### config.mk
export PLATFORM = sky130hd
export DESIGN_NAME = wakeup_regulator_watch_gate
export DESIGN_NICKNAME = d
export VERILOG_FILES = /design/src/wakeup_gate_pkg.sv /design/src/wakeup_regulator_watch_gate.sv
export SDC_FILE = /design/constraint.sdc
export NUM_CORES = 1
export LEC_CHECK = 0
export BUFFER_PORTS_ARGS = -buffer_cell sky130_fd_sc_hd__buf_2
export CORE_MARGIN = 3
export CORE_UTILIZATION = 45
export DETAILED_ROUTE_END_ITERATION = 8
export PLACE_DENSITY = 0.67
export SETUP_SLACK_MARGIN = 0.4
export SYNTH_ARGS = -nofsm -noshare
export SYNTH_HDL_FRONTEND = slang
export SYNTH_SLANG_ARGS = --single-unit
### constraint.sdc
create_clock -name clk_i -period 1.95 [get_ports clk_i]
set_input_delay 0.195 -clock clk_i [delete_from_list [all_inputs] [get_ports clk_i]]
set_output_delay 0.195 -clock clk_i [all_outputs]
set_load 0.02 [all_outputs]
### src/wakeup_gate_pkg.sv
// Purpose: constants for the wake-up regulator and watch gate sequencer
// Assumes: one 20 MHz clock; slow oscillator and sub clock arrive as tick enables
// Notes: mode codes are local to this block
package wakeup_gate_pkg;
    localparam int CLK_HZ = 20000000;
    // mode codes
    localparam int MODE_W = 4;
    localparam logic [3:0] MODE_RUN = 4'h0;
    localparam logic [3:0] MODE_SLEEP = 4'h1;
    localparam logic [3:0] MODE_PLL_TIMER = 4'h2;
    localparam logic [3:0] MODE_MAIN_TIMER = 4'h3;
    localparam logic [3:0] MODE_HSRC_TIMER = 4'h4;
    localparam logic [3:0] MODE_SUB_TIMER = 4'h5;
    localparam logic [3:0] MODE_SLOWRC_TIMER = 4'h6;
    localparam logic [3:0] MODE_STOP = 4'h7;
    // wake source bit positions
    localparam int SRC_NMI = 0;
    localparam int SRC_EXT = 1;
    localparam int SRC_WDOG = 2;
    localparam int SRC_USB = 3;
    localparam int SRC_WATCH = 4;
    localparam int SRC_LVD = 5;
    localparam int SRC_W = 6;
    // settle interval in slow oscillator periods, and its time figure
    localparam int SETTLE_TICKS = 35;
    localparam int SETTLE_US = 350;
    localparam int TICK_W = 6;
    localparam int WATCH_W = 32;
    localparam logic [5:0] TICK_ZERO = 6'h00;
endpackage : wakeup_gate_pkg

### src/wakeup_regulator_watch_gate.sv
// Purpose: regulator drive and watch counter gating on wake from slow timer modes
// Assumes: slow_internal_rc_osc and sub clock given as one-cycle tick enables
// Notes: watch counter is held here; lost periods are never corrected
//
// Behaviour
// - low-drive regulator in sub/slow-RC timer modes
// - wake interrupt: normal drive, wait stabilization
// - gate watch counter clock while stabilizing
// - lag equals 35 slow oscillator periods
// - no gating in other modes or stop
// - six wake sources trigger the gated return
// - reset-based exit clears the watch counter
`timescale 1ns/1ns
module wakeup_regulator_watch_gate #(
    parameter int SETTLE_PERIODS = wakeup_gate_pkg::SETTLE_TICKS,
    parameter int COUNT_W = wakeup_gate_pkg::WATCH_W
) (
    // clock and reset
    input wire logic clk_i,
    input wire logic rst_b_i,
    // clock enables
    input wire logic slow_rc_tick_i,
    input wire logic sub_tick_i,
    // power mode and wake
    input wire logic [wakeup_gate_pkg::MODE_W-1:0] mode_i,
    input wire logic [wakeup_gate_pkg::SRC_W-1:0] wake_req_i,
    input wire logic standby_reset_i,
    // regulator and status
    output logic reg_low_drive_o,
    output logic settling_o,
    output logic resume_o,
    output logic watch_clk_en_o,
    output logic [COUNT_W-1:0] watch_count_o
);

    typedef enum logic [2:0] {
        ST_AWAKE = 3'h1,
        ST_LOWPWR = 3'h2,
        ST_SETTLE = 3'h4
    } seq_state_type;

    typedef struct packed {
        seq_state_type st;
        logic [wakeup_gate_pkg::TICK_W-1:0] ticks;
        logic [COUNT_W-1:0] count;
        logic resume;
    } state_type;

    state_type cur_ff;
    state_type nxt_cur;

    function automatic logic slow_timer_mode(input logic [wakeup_gate_pkg::MODE_W-1:0] m);
        slow_timer_mode = (m == wakeup_gate_pkg::MODE_SUB_TIMER) || (m == wakeup_gate_pkg::MODE_SLOWRC_TIMER);
    endfunction : slow_timer_mode

    function automatic logic settle_last(input logic [wakeup_gate_pkg::TICK_W-1:0] t);
        settle_last = (t == 6'(SETTLE_PERIODS - 1));
    endfunction : settle_last

    logic any_wake;
    logic gate;
    assign any_wake = |wake_req_i;

    always_comb begin
        nxt_cur = cur_ff;
        nxt_cur.resume = 1'b0;
        gate = (cur_ff.st == ST_SETTLE);
        case (cur_ff.st)
            ST_AWAKE: begin
                if (slow_timer_mode(mode_i)) begin
                    nxt_cur.st = ST_LOWPWR;
                end
            end
            ST_LOWPWR: begin
                if (any_wake) begin
                    nxt_cur.st = ST_SETTLE;
                    nxt_cur.ticks = wakeup_gate_pkg::TICK_ZERO;
                end else if (!slow_timer_mode(mode_i)) begin
                    nxt_cur.st = ST_AWAKE;
                end
            end
            ST_SETTLE: begin
                if (slow_rc_tick_i) begin
                    if (settle_last(cur_ff.ticks)) begin
                        nxt_cur.st = ST_AWAKE;
                        nxt_cur.resume = 1'b1;
                    end else begin
                        nxt_cur.ticks = cur_ff.ticks + 6'h01;
                    end
                end
            end
            default: begin
                nxt_cur.st = ST_AWAKE;
            end
        endcase
        if (sub_tick_i && !gate) begin
            nxt_cur.count = cur_ff.count + 1'b1;
        end
        if (standby_reset_i) begin
            nxt_cur.count = '0;
            nxt_cur.st = ST_AWAKE;
            nxt_cur.resume = 1'b0;
            nxt_cur.ticks = wakeup_gate_pkg::TICK_ZERO;
        end
    end

    always_ff @(posedge clk_i or negedge rst_b_i) begin
        if (!rst_b_i) begin
            cur_ff <= '{st: ST_AWAKE, ticks: wakeup_gate_pkg::TICK_ZERO, count: '0, resume: 1'b0};
        end else begin
            cur_ff <= nxt_cur;
        end
    end

    assign reg_low_drive_o = (cur_ff.st == ST_LOWPWR);
    assign settling_o = (cur_ff.st == ST_SETTLE);
    assign resume_o = cur_ff.resume;
    assign watch_clk_en_o = (cur_ff.st != ST_SETTLE);
    assign watch_count_o = cur_ff.count;
endmodule : wakeup_regulator_watch_gate

---- After elaboration in Yosys (flattened, before gate mapping) ----
Index checks and enable logic that the tools add are counted.
cells by class
  add/sub/neg operators ................... 2
  equality and inequality tests ........... 13
  muxes and demuxes ....................... 14
  reduce and logical (&&, ||, !) cells .... 8
operators by type and width
  operator                 number
  $mux W42                 1
  $add A32 B1 Y32 const B  1
  $mux W32                 1
  $mux W3                  4
  $mux W6                  2
  $ne A3 B3 Y1 const B     4
  $pmux W6 S2              1
  $mux W9                  1
  $pmux W3 S3              1
  $eq A4 B3 Y1 const B     2
  $reduce_and A4 Y1        2
  $add A6 B1 Y6 const B    1
  $eq A6 B6 Y1 const B     1
  $ne A3 B2 Y1 const B     2
  $reduce_or A6 Y1         1
  $ne A4 B4 Y1 const B     1
  $eq A3 B1 Y1 const B     1
  $eq A3 B2 Y1 const B     1
  $eq A3 B3 Y1 const B     1
  $mux W1                  3
  $reduce_bool A3 Y1       1
  $reduce_bool A2 Y1       1
  $logic_and A1 B1 Y1      1
  $logic_not A1 Y1         1
  $logic_or A1 B1 Y1       1
word-level totals
  register bits after elaboration ......... 42
  input bits .............................. 15
  output and inout bits ................... 36
  word-level logic and storage cells ...... 41

---- Depth between registers and ports, before layout ----
Gate-level depths: netlist of the first run.
  depth after elaboration ................. 6
  mapped depth ............................ 6
  gate-level depth less buffers ........... 6

---- Worst setup path before layout of the first run ----
OpenSTA, ideal clock, no wires.
  path kind ............................... register -> register
  start point ............................. register cur_ff[39] (netlist bit)
  end point ............................... register cur_ff, in the netlist watch_count_o[27]
  library setup time ...................... 0.127 ns
  data arrival time ....................... 1.821 ns
  required time ........................... 1.823 ns
  path slack .............................. 0.002 ns
  cell stages (with the launch flop) ...... 7
  path buffers ............................ 1
  period minus slack after synthesis ...... 1.948 ns
  path through ............................ dfstp_2 -> nor3b_2 -> inv_2 -> buf_2 -> nand2_1 -> a2111oi_0 -> mux2_1
between the ends
  word-level cells in the longest chain between the ends .. 4
RTL lines
  element                              RTL line                            text
  start, declared                      wakeup_regulator_watch_gate.sv:49   state_type cur_ff;
  start signal, assigned               wakeup_regulator_watch_gate.sv:109  cur_ff <= '{st: ST_AWAKE, ticks: wakeup_gate_pkg::TICK_ZERO, count: '0, resume: 1'b0};
  start signal, assigned               wakeup_regulator_watch_gate.sv:111  cur_ff <= nxt_cur;
  $eq A3 B3 Y1                         n/a
  net settling_o                       wakeup_regulator_watch_gate.sv:30   output logic settling_o,
  $logic_not A1 Y1                     wakeup_regulator_watch_gate.sv:96   if (sub_tick_i && !gate) begin
  $logic_and A1 B1 Y1                  wakeup_regulator_watch_gate.sv:96
  $reduce_bool A2 Y1 (no source line)  n/a
The timed path passes the listed nets, and every way through them passes these cells.
A chain may end at the register's enable or synchronous reset.

---- Final worst setup path of the first run ----
  start point ............................. register cur_ff[39] (netlist bit)
  end point ............................... register cur_ff, in the netlist watch_count_o[21]
between the ends
  word-level cells in the longest chain between the ends .. 4
RTL lines
  element                              RTL line                           text
  $eq A3 B3 Y1                         wakeup_regulator_watch_gate.sv:67  gate = (cur_ff.st == ST_SETTLE);
  $logic_not A1 Y1                     wakeup_regulator_watch_gate.sv:96
  $logic_and A1 B1 Y1                  wakeup_regulator_watch_gate.sv:96
  $reduce_bool A2 Y1 (no source line)  n/a
Every way passes these cells.

==> impl_metrics.toml, run 1 <==
[placement]
gp_congestion = 0.8671
place_hpwl_um = 4553
portBuffers = 50

[yosys]
netlist_area_um2 = 2634
synth_nets = 313
synth_edf_count = 0
yosysWarnings = 0
synth-main-ff-cell = "dfrtp_1"
yosysSeqAreaShare_pct = 39.95
syn_inst = 295
async_flop_share_pct = 100.0
avgSynthCellArea_um2 = 8.928
synth_seq_cells = 42
yosysUniqueCellTypes = 45

[global_routing]
first_global_vias = 2239
grtUsageMet3_pct = 5.206
grt_max_degree = 24
gr-total-overflow = 0
grt_pass1_wl_um = 10560
antenna_found_initial = 0
gr-usage-all-layers_pct = 20.17
grt_util_met1_pct = 26.15
use_met2_pct = 33.41
top_usage_layer = "met2"

[detailed_routing]
num_vias = 2477
drtAntennaViolNets = 0
vias_per_cell = 5.681
remaining_drc_errors = 0
routed_wl_um = 6838
dr.pass1.iters = 4
routedWlPerCell_um = 15.68
first_iter_violations = 163

[worst_setup_path]
cpMaxStageDelayCell = "dfstp_2"
reg2reg_depth = 4
cp.arrival_ns = 2.05
worst-setup-path-type = "reg -> reg"
required_ns = 2.18
worst-path-max-fanout = 5
path_cells = "nor3b_4 -> or4_4 -> or4_1 -> a21oi_1"
worstSetupStartpointType = "flip-flop"
r2r_slack_ns = 0.13
endpoint_kind = "flip-flop"
reg2reg_from = "cur_ff[39]"
slowest_delay_ns = 0.59
rr_endpoint = "watch_count_o[21]"

[die]
start_util_pct = 47.25
die-area_um2 = 6807
num_io_pins = 51
die_y_um = 82.51
die_w_um = 82.51
core_um2 = 5574
rows = 27

[min_path]
hold_class = "in -> reg"
hold_depth = 3
hold_end = "cur_ff[40]"
min_from = "mode_i[2]"

[cells_and_area]
n_fill_cell = 438
syn2layout_area_growth_pct = 35.58
drive_gt1_share_pct = 48.90
nets = 381
antenna-diode-count = 0

[sta]
final_max_slew_viol_count = 0
fin_crit_sh_pct = 93.34
maxSlewHeadroom_pct = 63.68
max_freq_ghz = 0.5494
tightest_slew_ns = 0.5373
layout_min_cycle_time_ns = 1.820
hold_violations = 0
fin_setup_tns_ns = 0
grt_setup_unrepaired = "true"
fin_skew_ns = 0.008624
setup_violations = 0
whs_ns = 0.1984

[power]
power_leakage_nw = 1.530
ir_worst_vdd_mv = 0.3970
power.density_nw_per_um2 = 450.3

[clocking]
clk_path_buf_depth = 2
path_clk_slew_ns = 0.08
cts_tree = "done"
cts-htree-levels = 2
clock_latency_ns = 0.30
cts_buffers = 5
cts_root_buffer = "clkbuf_8"
clock_sinks = 42

[flow_run]
drv_cap = 0

[outcome]
run_status = "finished clean"
## timing repair
| action | in CTS | in global routing |
|---|---|---|
| setup endpoints to repair | 32 | 42 |
| gates cloned | 2 | 0 |
| pin swaps | 23 | 31 |
| buffers inserted | 23 | 9 |
| resized for setup | 29 | 61 |
| hold buffers | 1 | 0 |
| endpoints found under the hold margin | 19 | 0 |
## synthesized netlist by cell type (5+ instances only)
master,count,share of area (%)
o31ai_1,9,2.6
nand4_1,13,3.1
or3_1,8,1.9
inv_1,9,1.3
and4_1,5,1.7
a21oi_1,21,4.0
nor2_1,17,2.4
nor4_1,5,1.2
dfrtp_1,41,39
mux2_1,5,2.1
nand3_1,16,3.0
nand2_1,20,2.9
nor2b_1,5,1.2
clkbuf_1,9,1.3
o21ai_0,7,1.3
buf_4,32,9.1
xor2_1,9,3.0
or4_1,14,4.0
and3_1,8,1.9
## routing by layer
layer / part of all wire [%] / wire, um
met3: 5.6 / 384
met2: 48 / 3274
met4: 1.4 / 93
met5: 0 / 0
met1: 45 / 3085
## cell type report
cell class / count / area [um^2] / area share, %
sequential: 42 / 1061 / 29.71
clock inverter: 1 / 5.005 / 0.1402
multi-input combinational: 199 / 1556 / 43.59
inverter: 10 / 40.04 / 1.121
timing repair buffer: 105 / 732.0 / 20.50
clock buffer: 7 / 86.33 / 2.418
tap: 72 / 90.09 / 2.523
## worst max-delay path by stage
| stage | start | slack, ns | endpoint | cells after the start |
|---|---|---|---|---|
| finish | cur_ff[39] | 0.13 | watch_count_o[21] | 4 |
| CTS | cur_ff[39] | 0.16 | watch_count_o[28] | 4 |
| global route | cur_ff[39] | 0.06 | watch_count_o[28] | 4 |
| detailed placement | watch_count_o[5] | 0.04 | watch_count_o[28] | 4 |
| floorplan | cur_ff[39] | 0.18 | watch_count_o[21] | 4 |
| global placement | watch_count_o[5] | 0.13 | watch_count_o[28] | 4 |
## critical path: cells and delay by family, from the launching register on
kind | cells | cell delay [ns]
flip-flops | 1 | 0.59
AO/OA/AOI/OAI | 1 | 0.13
AND/OR/NAND/NOR | 3 | 1.04
## sequential cells by signal, summed over array words and instances, names as in the netlist
| name | cells |
|---|---|
| cur_ff | 9 |
| resume_o | 1 |
| watch_count_o | 32 |
## through the flow
step | total power (W) | area, um^2 | cells | utilization, % | setup WS [ns]
finish | 0.001608 | 3571 | 436 | 64.06 | 0.1298
CTS | 0.001608 | 3283 | 427 | 58.90 | 0.1557
floorplan | 0.0009607 | 2700 | 295 | - | 0.1765
detailed placement | 0.001013 | 2879 | 393 | 51.65 | 0.03635
global route | 0.001670 | 3571 | 436 | 64.06 | 0.05501
global placement | 0.001010 | 2879 | 393 | 51.65 | 0.1339
## power by group
group / total, W / internal [W] / leakage, nW / switching, W
Combinational: 0.000126 / 0.0000514 / 0.912 / 0.0000746
Sequential: 0.000891 / 0.000880 / 0.570 / 0.0000113
Clock: 0.000591 / 0.000286 / 0.0482 / 0.000305
## kinds of logic (layout without fill, tap and decap cells)
family / Yosys count / in the layout / synth area share [%]
simple gates: 128 / 128 / 28.46
compound gates: 53 / 53 / 12.21
fa+ha+maj: 3 / 3 / 1.425
buf+inv: 54 / 123 / 12.40
flops: 42 / 42 / 39.95
xor+xnor: 9 / 9 / 2.993
mux: 6 / 6 / 2.565
## cell usage in the layout (no fill, tap or decap), types with 2 or more instances in the layout
master,count
dfrtp_2,7
o21ai_0,2
buf_6,13
or4_1,8
o21ai_2,2
xor2_1,9
a21oi_2,10
nand3_4,2
and3_4,5
o211ai_1,3
mux2_4,3
nand4b_1,2
nor2b_1,5
inv_1,8
ha_1,2
a31oi_1,2
or4_4,7
nand2_1,18
o31ai_2,2
and4_1,2
buf_2,48
and2_1,4
nand4_1,13
clkbuf_8,6
or3_1,5
buf_4,42
dfrtp_1,34
nor4_2,4
mux2_1,3
nor3_2,2
o21ai_1,7
and4_4,3
nand3_1,13
nor2_1,17
o31ai_1,6
a21oi_1,10
or3_4,3
or2_2,2
and3_1,3
No activity file was read; power rests on OpenSTA's default activity.
==> run 2: changes to the inputs <==
clock period = 2.12 ns   (was 1.95 ns; I/O delays follow)
==> impl_metrics.toml, run 2 (synthesis results as in run 1) <==
[outcome]
run_status = "finished clean"

[clocking]
path_clk_slew_ns = 0.08
cts-htree-levels = 2
clk_path_buf_depth = 2
cts_buffers = 5
clock_sinks = 42
cts_tree = "done"
clock_latency_ns = 0.30
cts_root_buffer = "clkbuf_8"

[worst_setup_path]
rr_endpoint = "watch_count_o[21]"
critPathTopFamily = "simple AND/OR/NAND/NOR gates"
slowest_delay_ns = 0.57
crit_cells = 4
reg2reg_from = "cur_ff[39]"
path_cells = "nor3b_4 -> or4_4 -> or4_4 -> a21oi_2"
required_ns = 2.36
worstPathBufferInverterCount = 0
reg2reg_depth = 4
r2r_slack_ns = 0.31
cpMaxStageDelayCell = "dfstp_2"
worstSetupStartpointType = "flip-flop"
worst-path-max-fanout = 4
path_common_cell = "or4_4"
worst-setup-path-type = "reg -> reg"
cp.arrival_ns = 2.05
endpoint_kind = "flip-flop"

[detailed_routing]
routedWlPerCell_um = 16.27
routed_wl_um = 6882
drtAntennaViolNets = 0
num_vias = 2433
vias_per_cell = 5.752
dr.pass1.iters = 5
remaining_drc_errors = 0
first_iter_violations = 175

[cells_and_area]
syn2layout_area_growth_pct = 25.37
drive_gt1_share_pct = 38.75
layout_common_cells = "buf_2, dfrtp_1, buf_4"
largest_register_ffs = 32
antenna-diode-count = 0
final_common_cell = "buf_2"
fin_area_um2 = 3302
nets = 369

[min_path]
hold_depth = 2
hold_end = "watch_count_o[1]"
min_from = "standby_reset_i"
hold_class = "in -> reg"

[sta]
fin_skew_ns = 0.007063
final_max_slew_viol_count = 0
tightest_slew_ns = 0.5971
max_freq_ghz = 0.5522
maxSlewHeadroom_pct = 60.19
fin_setup_tns_ns = 0
layout_min_cycle_time_ns = 1.811
hold_violations = 0
fin_crit_sh_pct = 85.43
setup_violations = 0
grt_setup_unrepaired = "true"

[die]
core_um2 = 5574
die_w_um = 82.51
rows = 27
num_io_pins = 51
die-area_um2 = 6807
start_util_pct = 47.25
die_y_um = 82.51

[flow_run]
drv_cap = 0

[power]
total_power_w = 0.001606
power.density_nw_per_um2 = 486.5
power_leakage_nw = 1.439
ir_worst_vdd_mv = 0.2505

[placement]
gp_congestion = 0.8749
portBuffers = 50
postPlaceCellArea_um2 = 2771
place_hpwl_um = 4464

[global_routing]
first_global_vias = 2042
antenna_found_initial = 0
gr-total-overflow = 0
grt_pass1_wl_um = 10030
grt_max_degree = 26
gr-usage-all-layers_pct = 19.07
==> run 2: worst reg2reg max path: stages (launching register included) <==
cell and delay [ns]:
dfstp_2 0.57, nor3b_4 0.07, or4_4 0.50, or4_4 0.50, a21oi_2 0.12
==> run 2: metal layers <==
layer	GRT usage [%]	routed length, um
met1	26.63	3087
met2	28.93	3274
met3	4.555	410
met4	6.536	110
met5	0	0
==> run 2: area by class of cell <==
class / instances / area [um^2]
Fill cell: 488 / 2272
Multi-Input combinational cell: 200 / 1419
Sequential cell: 42 / 1059
Timing Repair Buffer: 92 / 581.8
Tap cell: 72 / 90.09
Clock buffer: 6 / 82.58
Inverter: 10 / 40.04
Clock inverter: 1 / 30.03
==> run 2: worst max path at each step <==
stage	startpoint	to
after floorplan	cur_ff[39]	watch_count_o[21]
after global placement	watch_count_o[3]	watch_count_o[28]
after detailed placement	watch_count_o[3]	watch_count_o[28]
after CTS	cur_ff[39]	watch_count_o[21]
after global routing	cur_ff[39]	watch_count_o[21]
final	cur_ff[39]	watch_count_o[21]
==> run 2: where the power goes <==
group | internal, W | total [W] | switching, W
registers | 0.000809 | 0.000819 | 0.00000972
clock network | 0.000377 | 0.000663 | 0.000285
logic | 0.0000525 | 0.000125 | 0.0000726
total | 0.00124 | 0.00161 | 0.000368
==> run 2: metrics by stage <==
step	hold slack [ns]	cells	util (%)	setup WS, ns
final	0.1929	423	59.24	0.3090
after global routing	0.1901	423	59.24	0.2560
after detailed placement	0.2492	382	49.72	0.1556
after floorplan	-0.08359	295	-	0.3465
after global placement	0.2434	382	49.72	0.2257
after CTS	0.1768	401	54.19	0.3176
==> run 2: timing repair <==
item | 4_1_cts | 5_1_grt
pin swaps | 4 | 13
hold endpoints to repair | 23 | 0
buffers inserted | 11 | 19
endpoints found under the setup margin | 19 | 24
hold buffers | 1 | 0
gates cloned | 0 | 3
gates resized for setup | 10 | 30
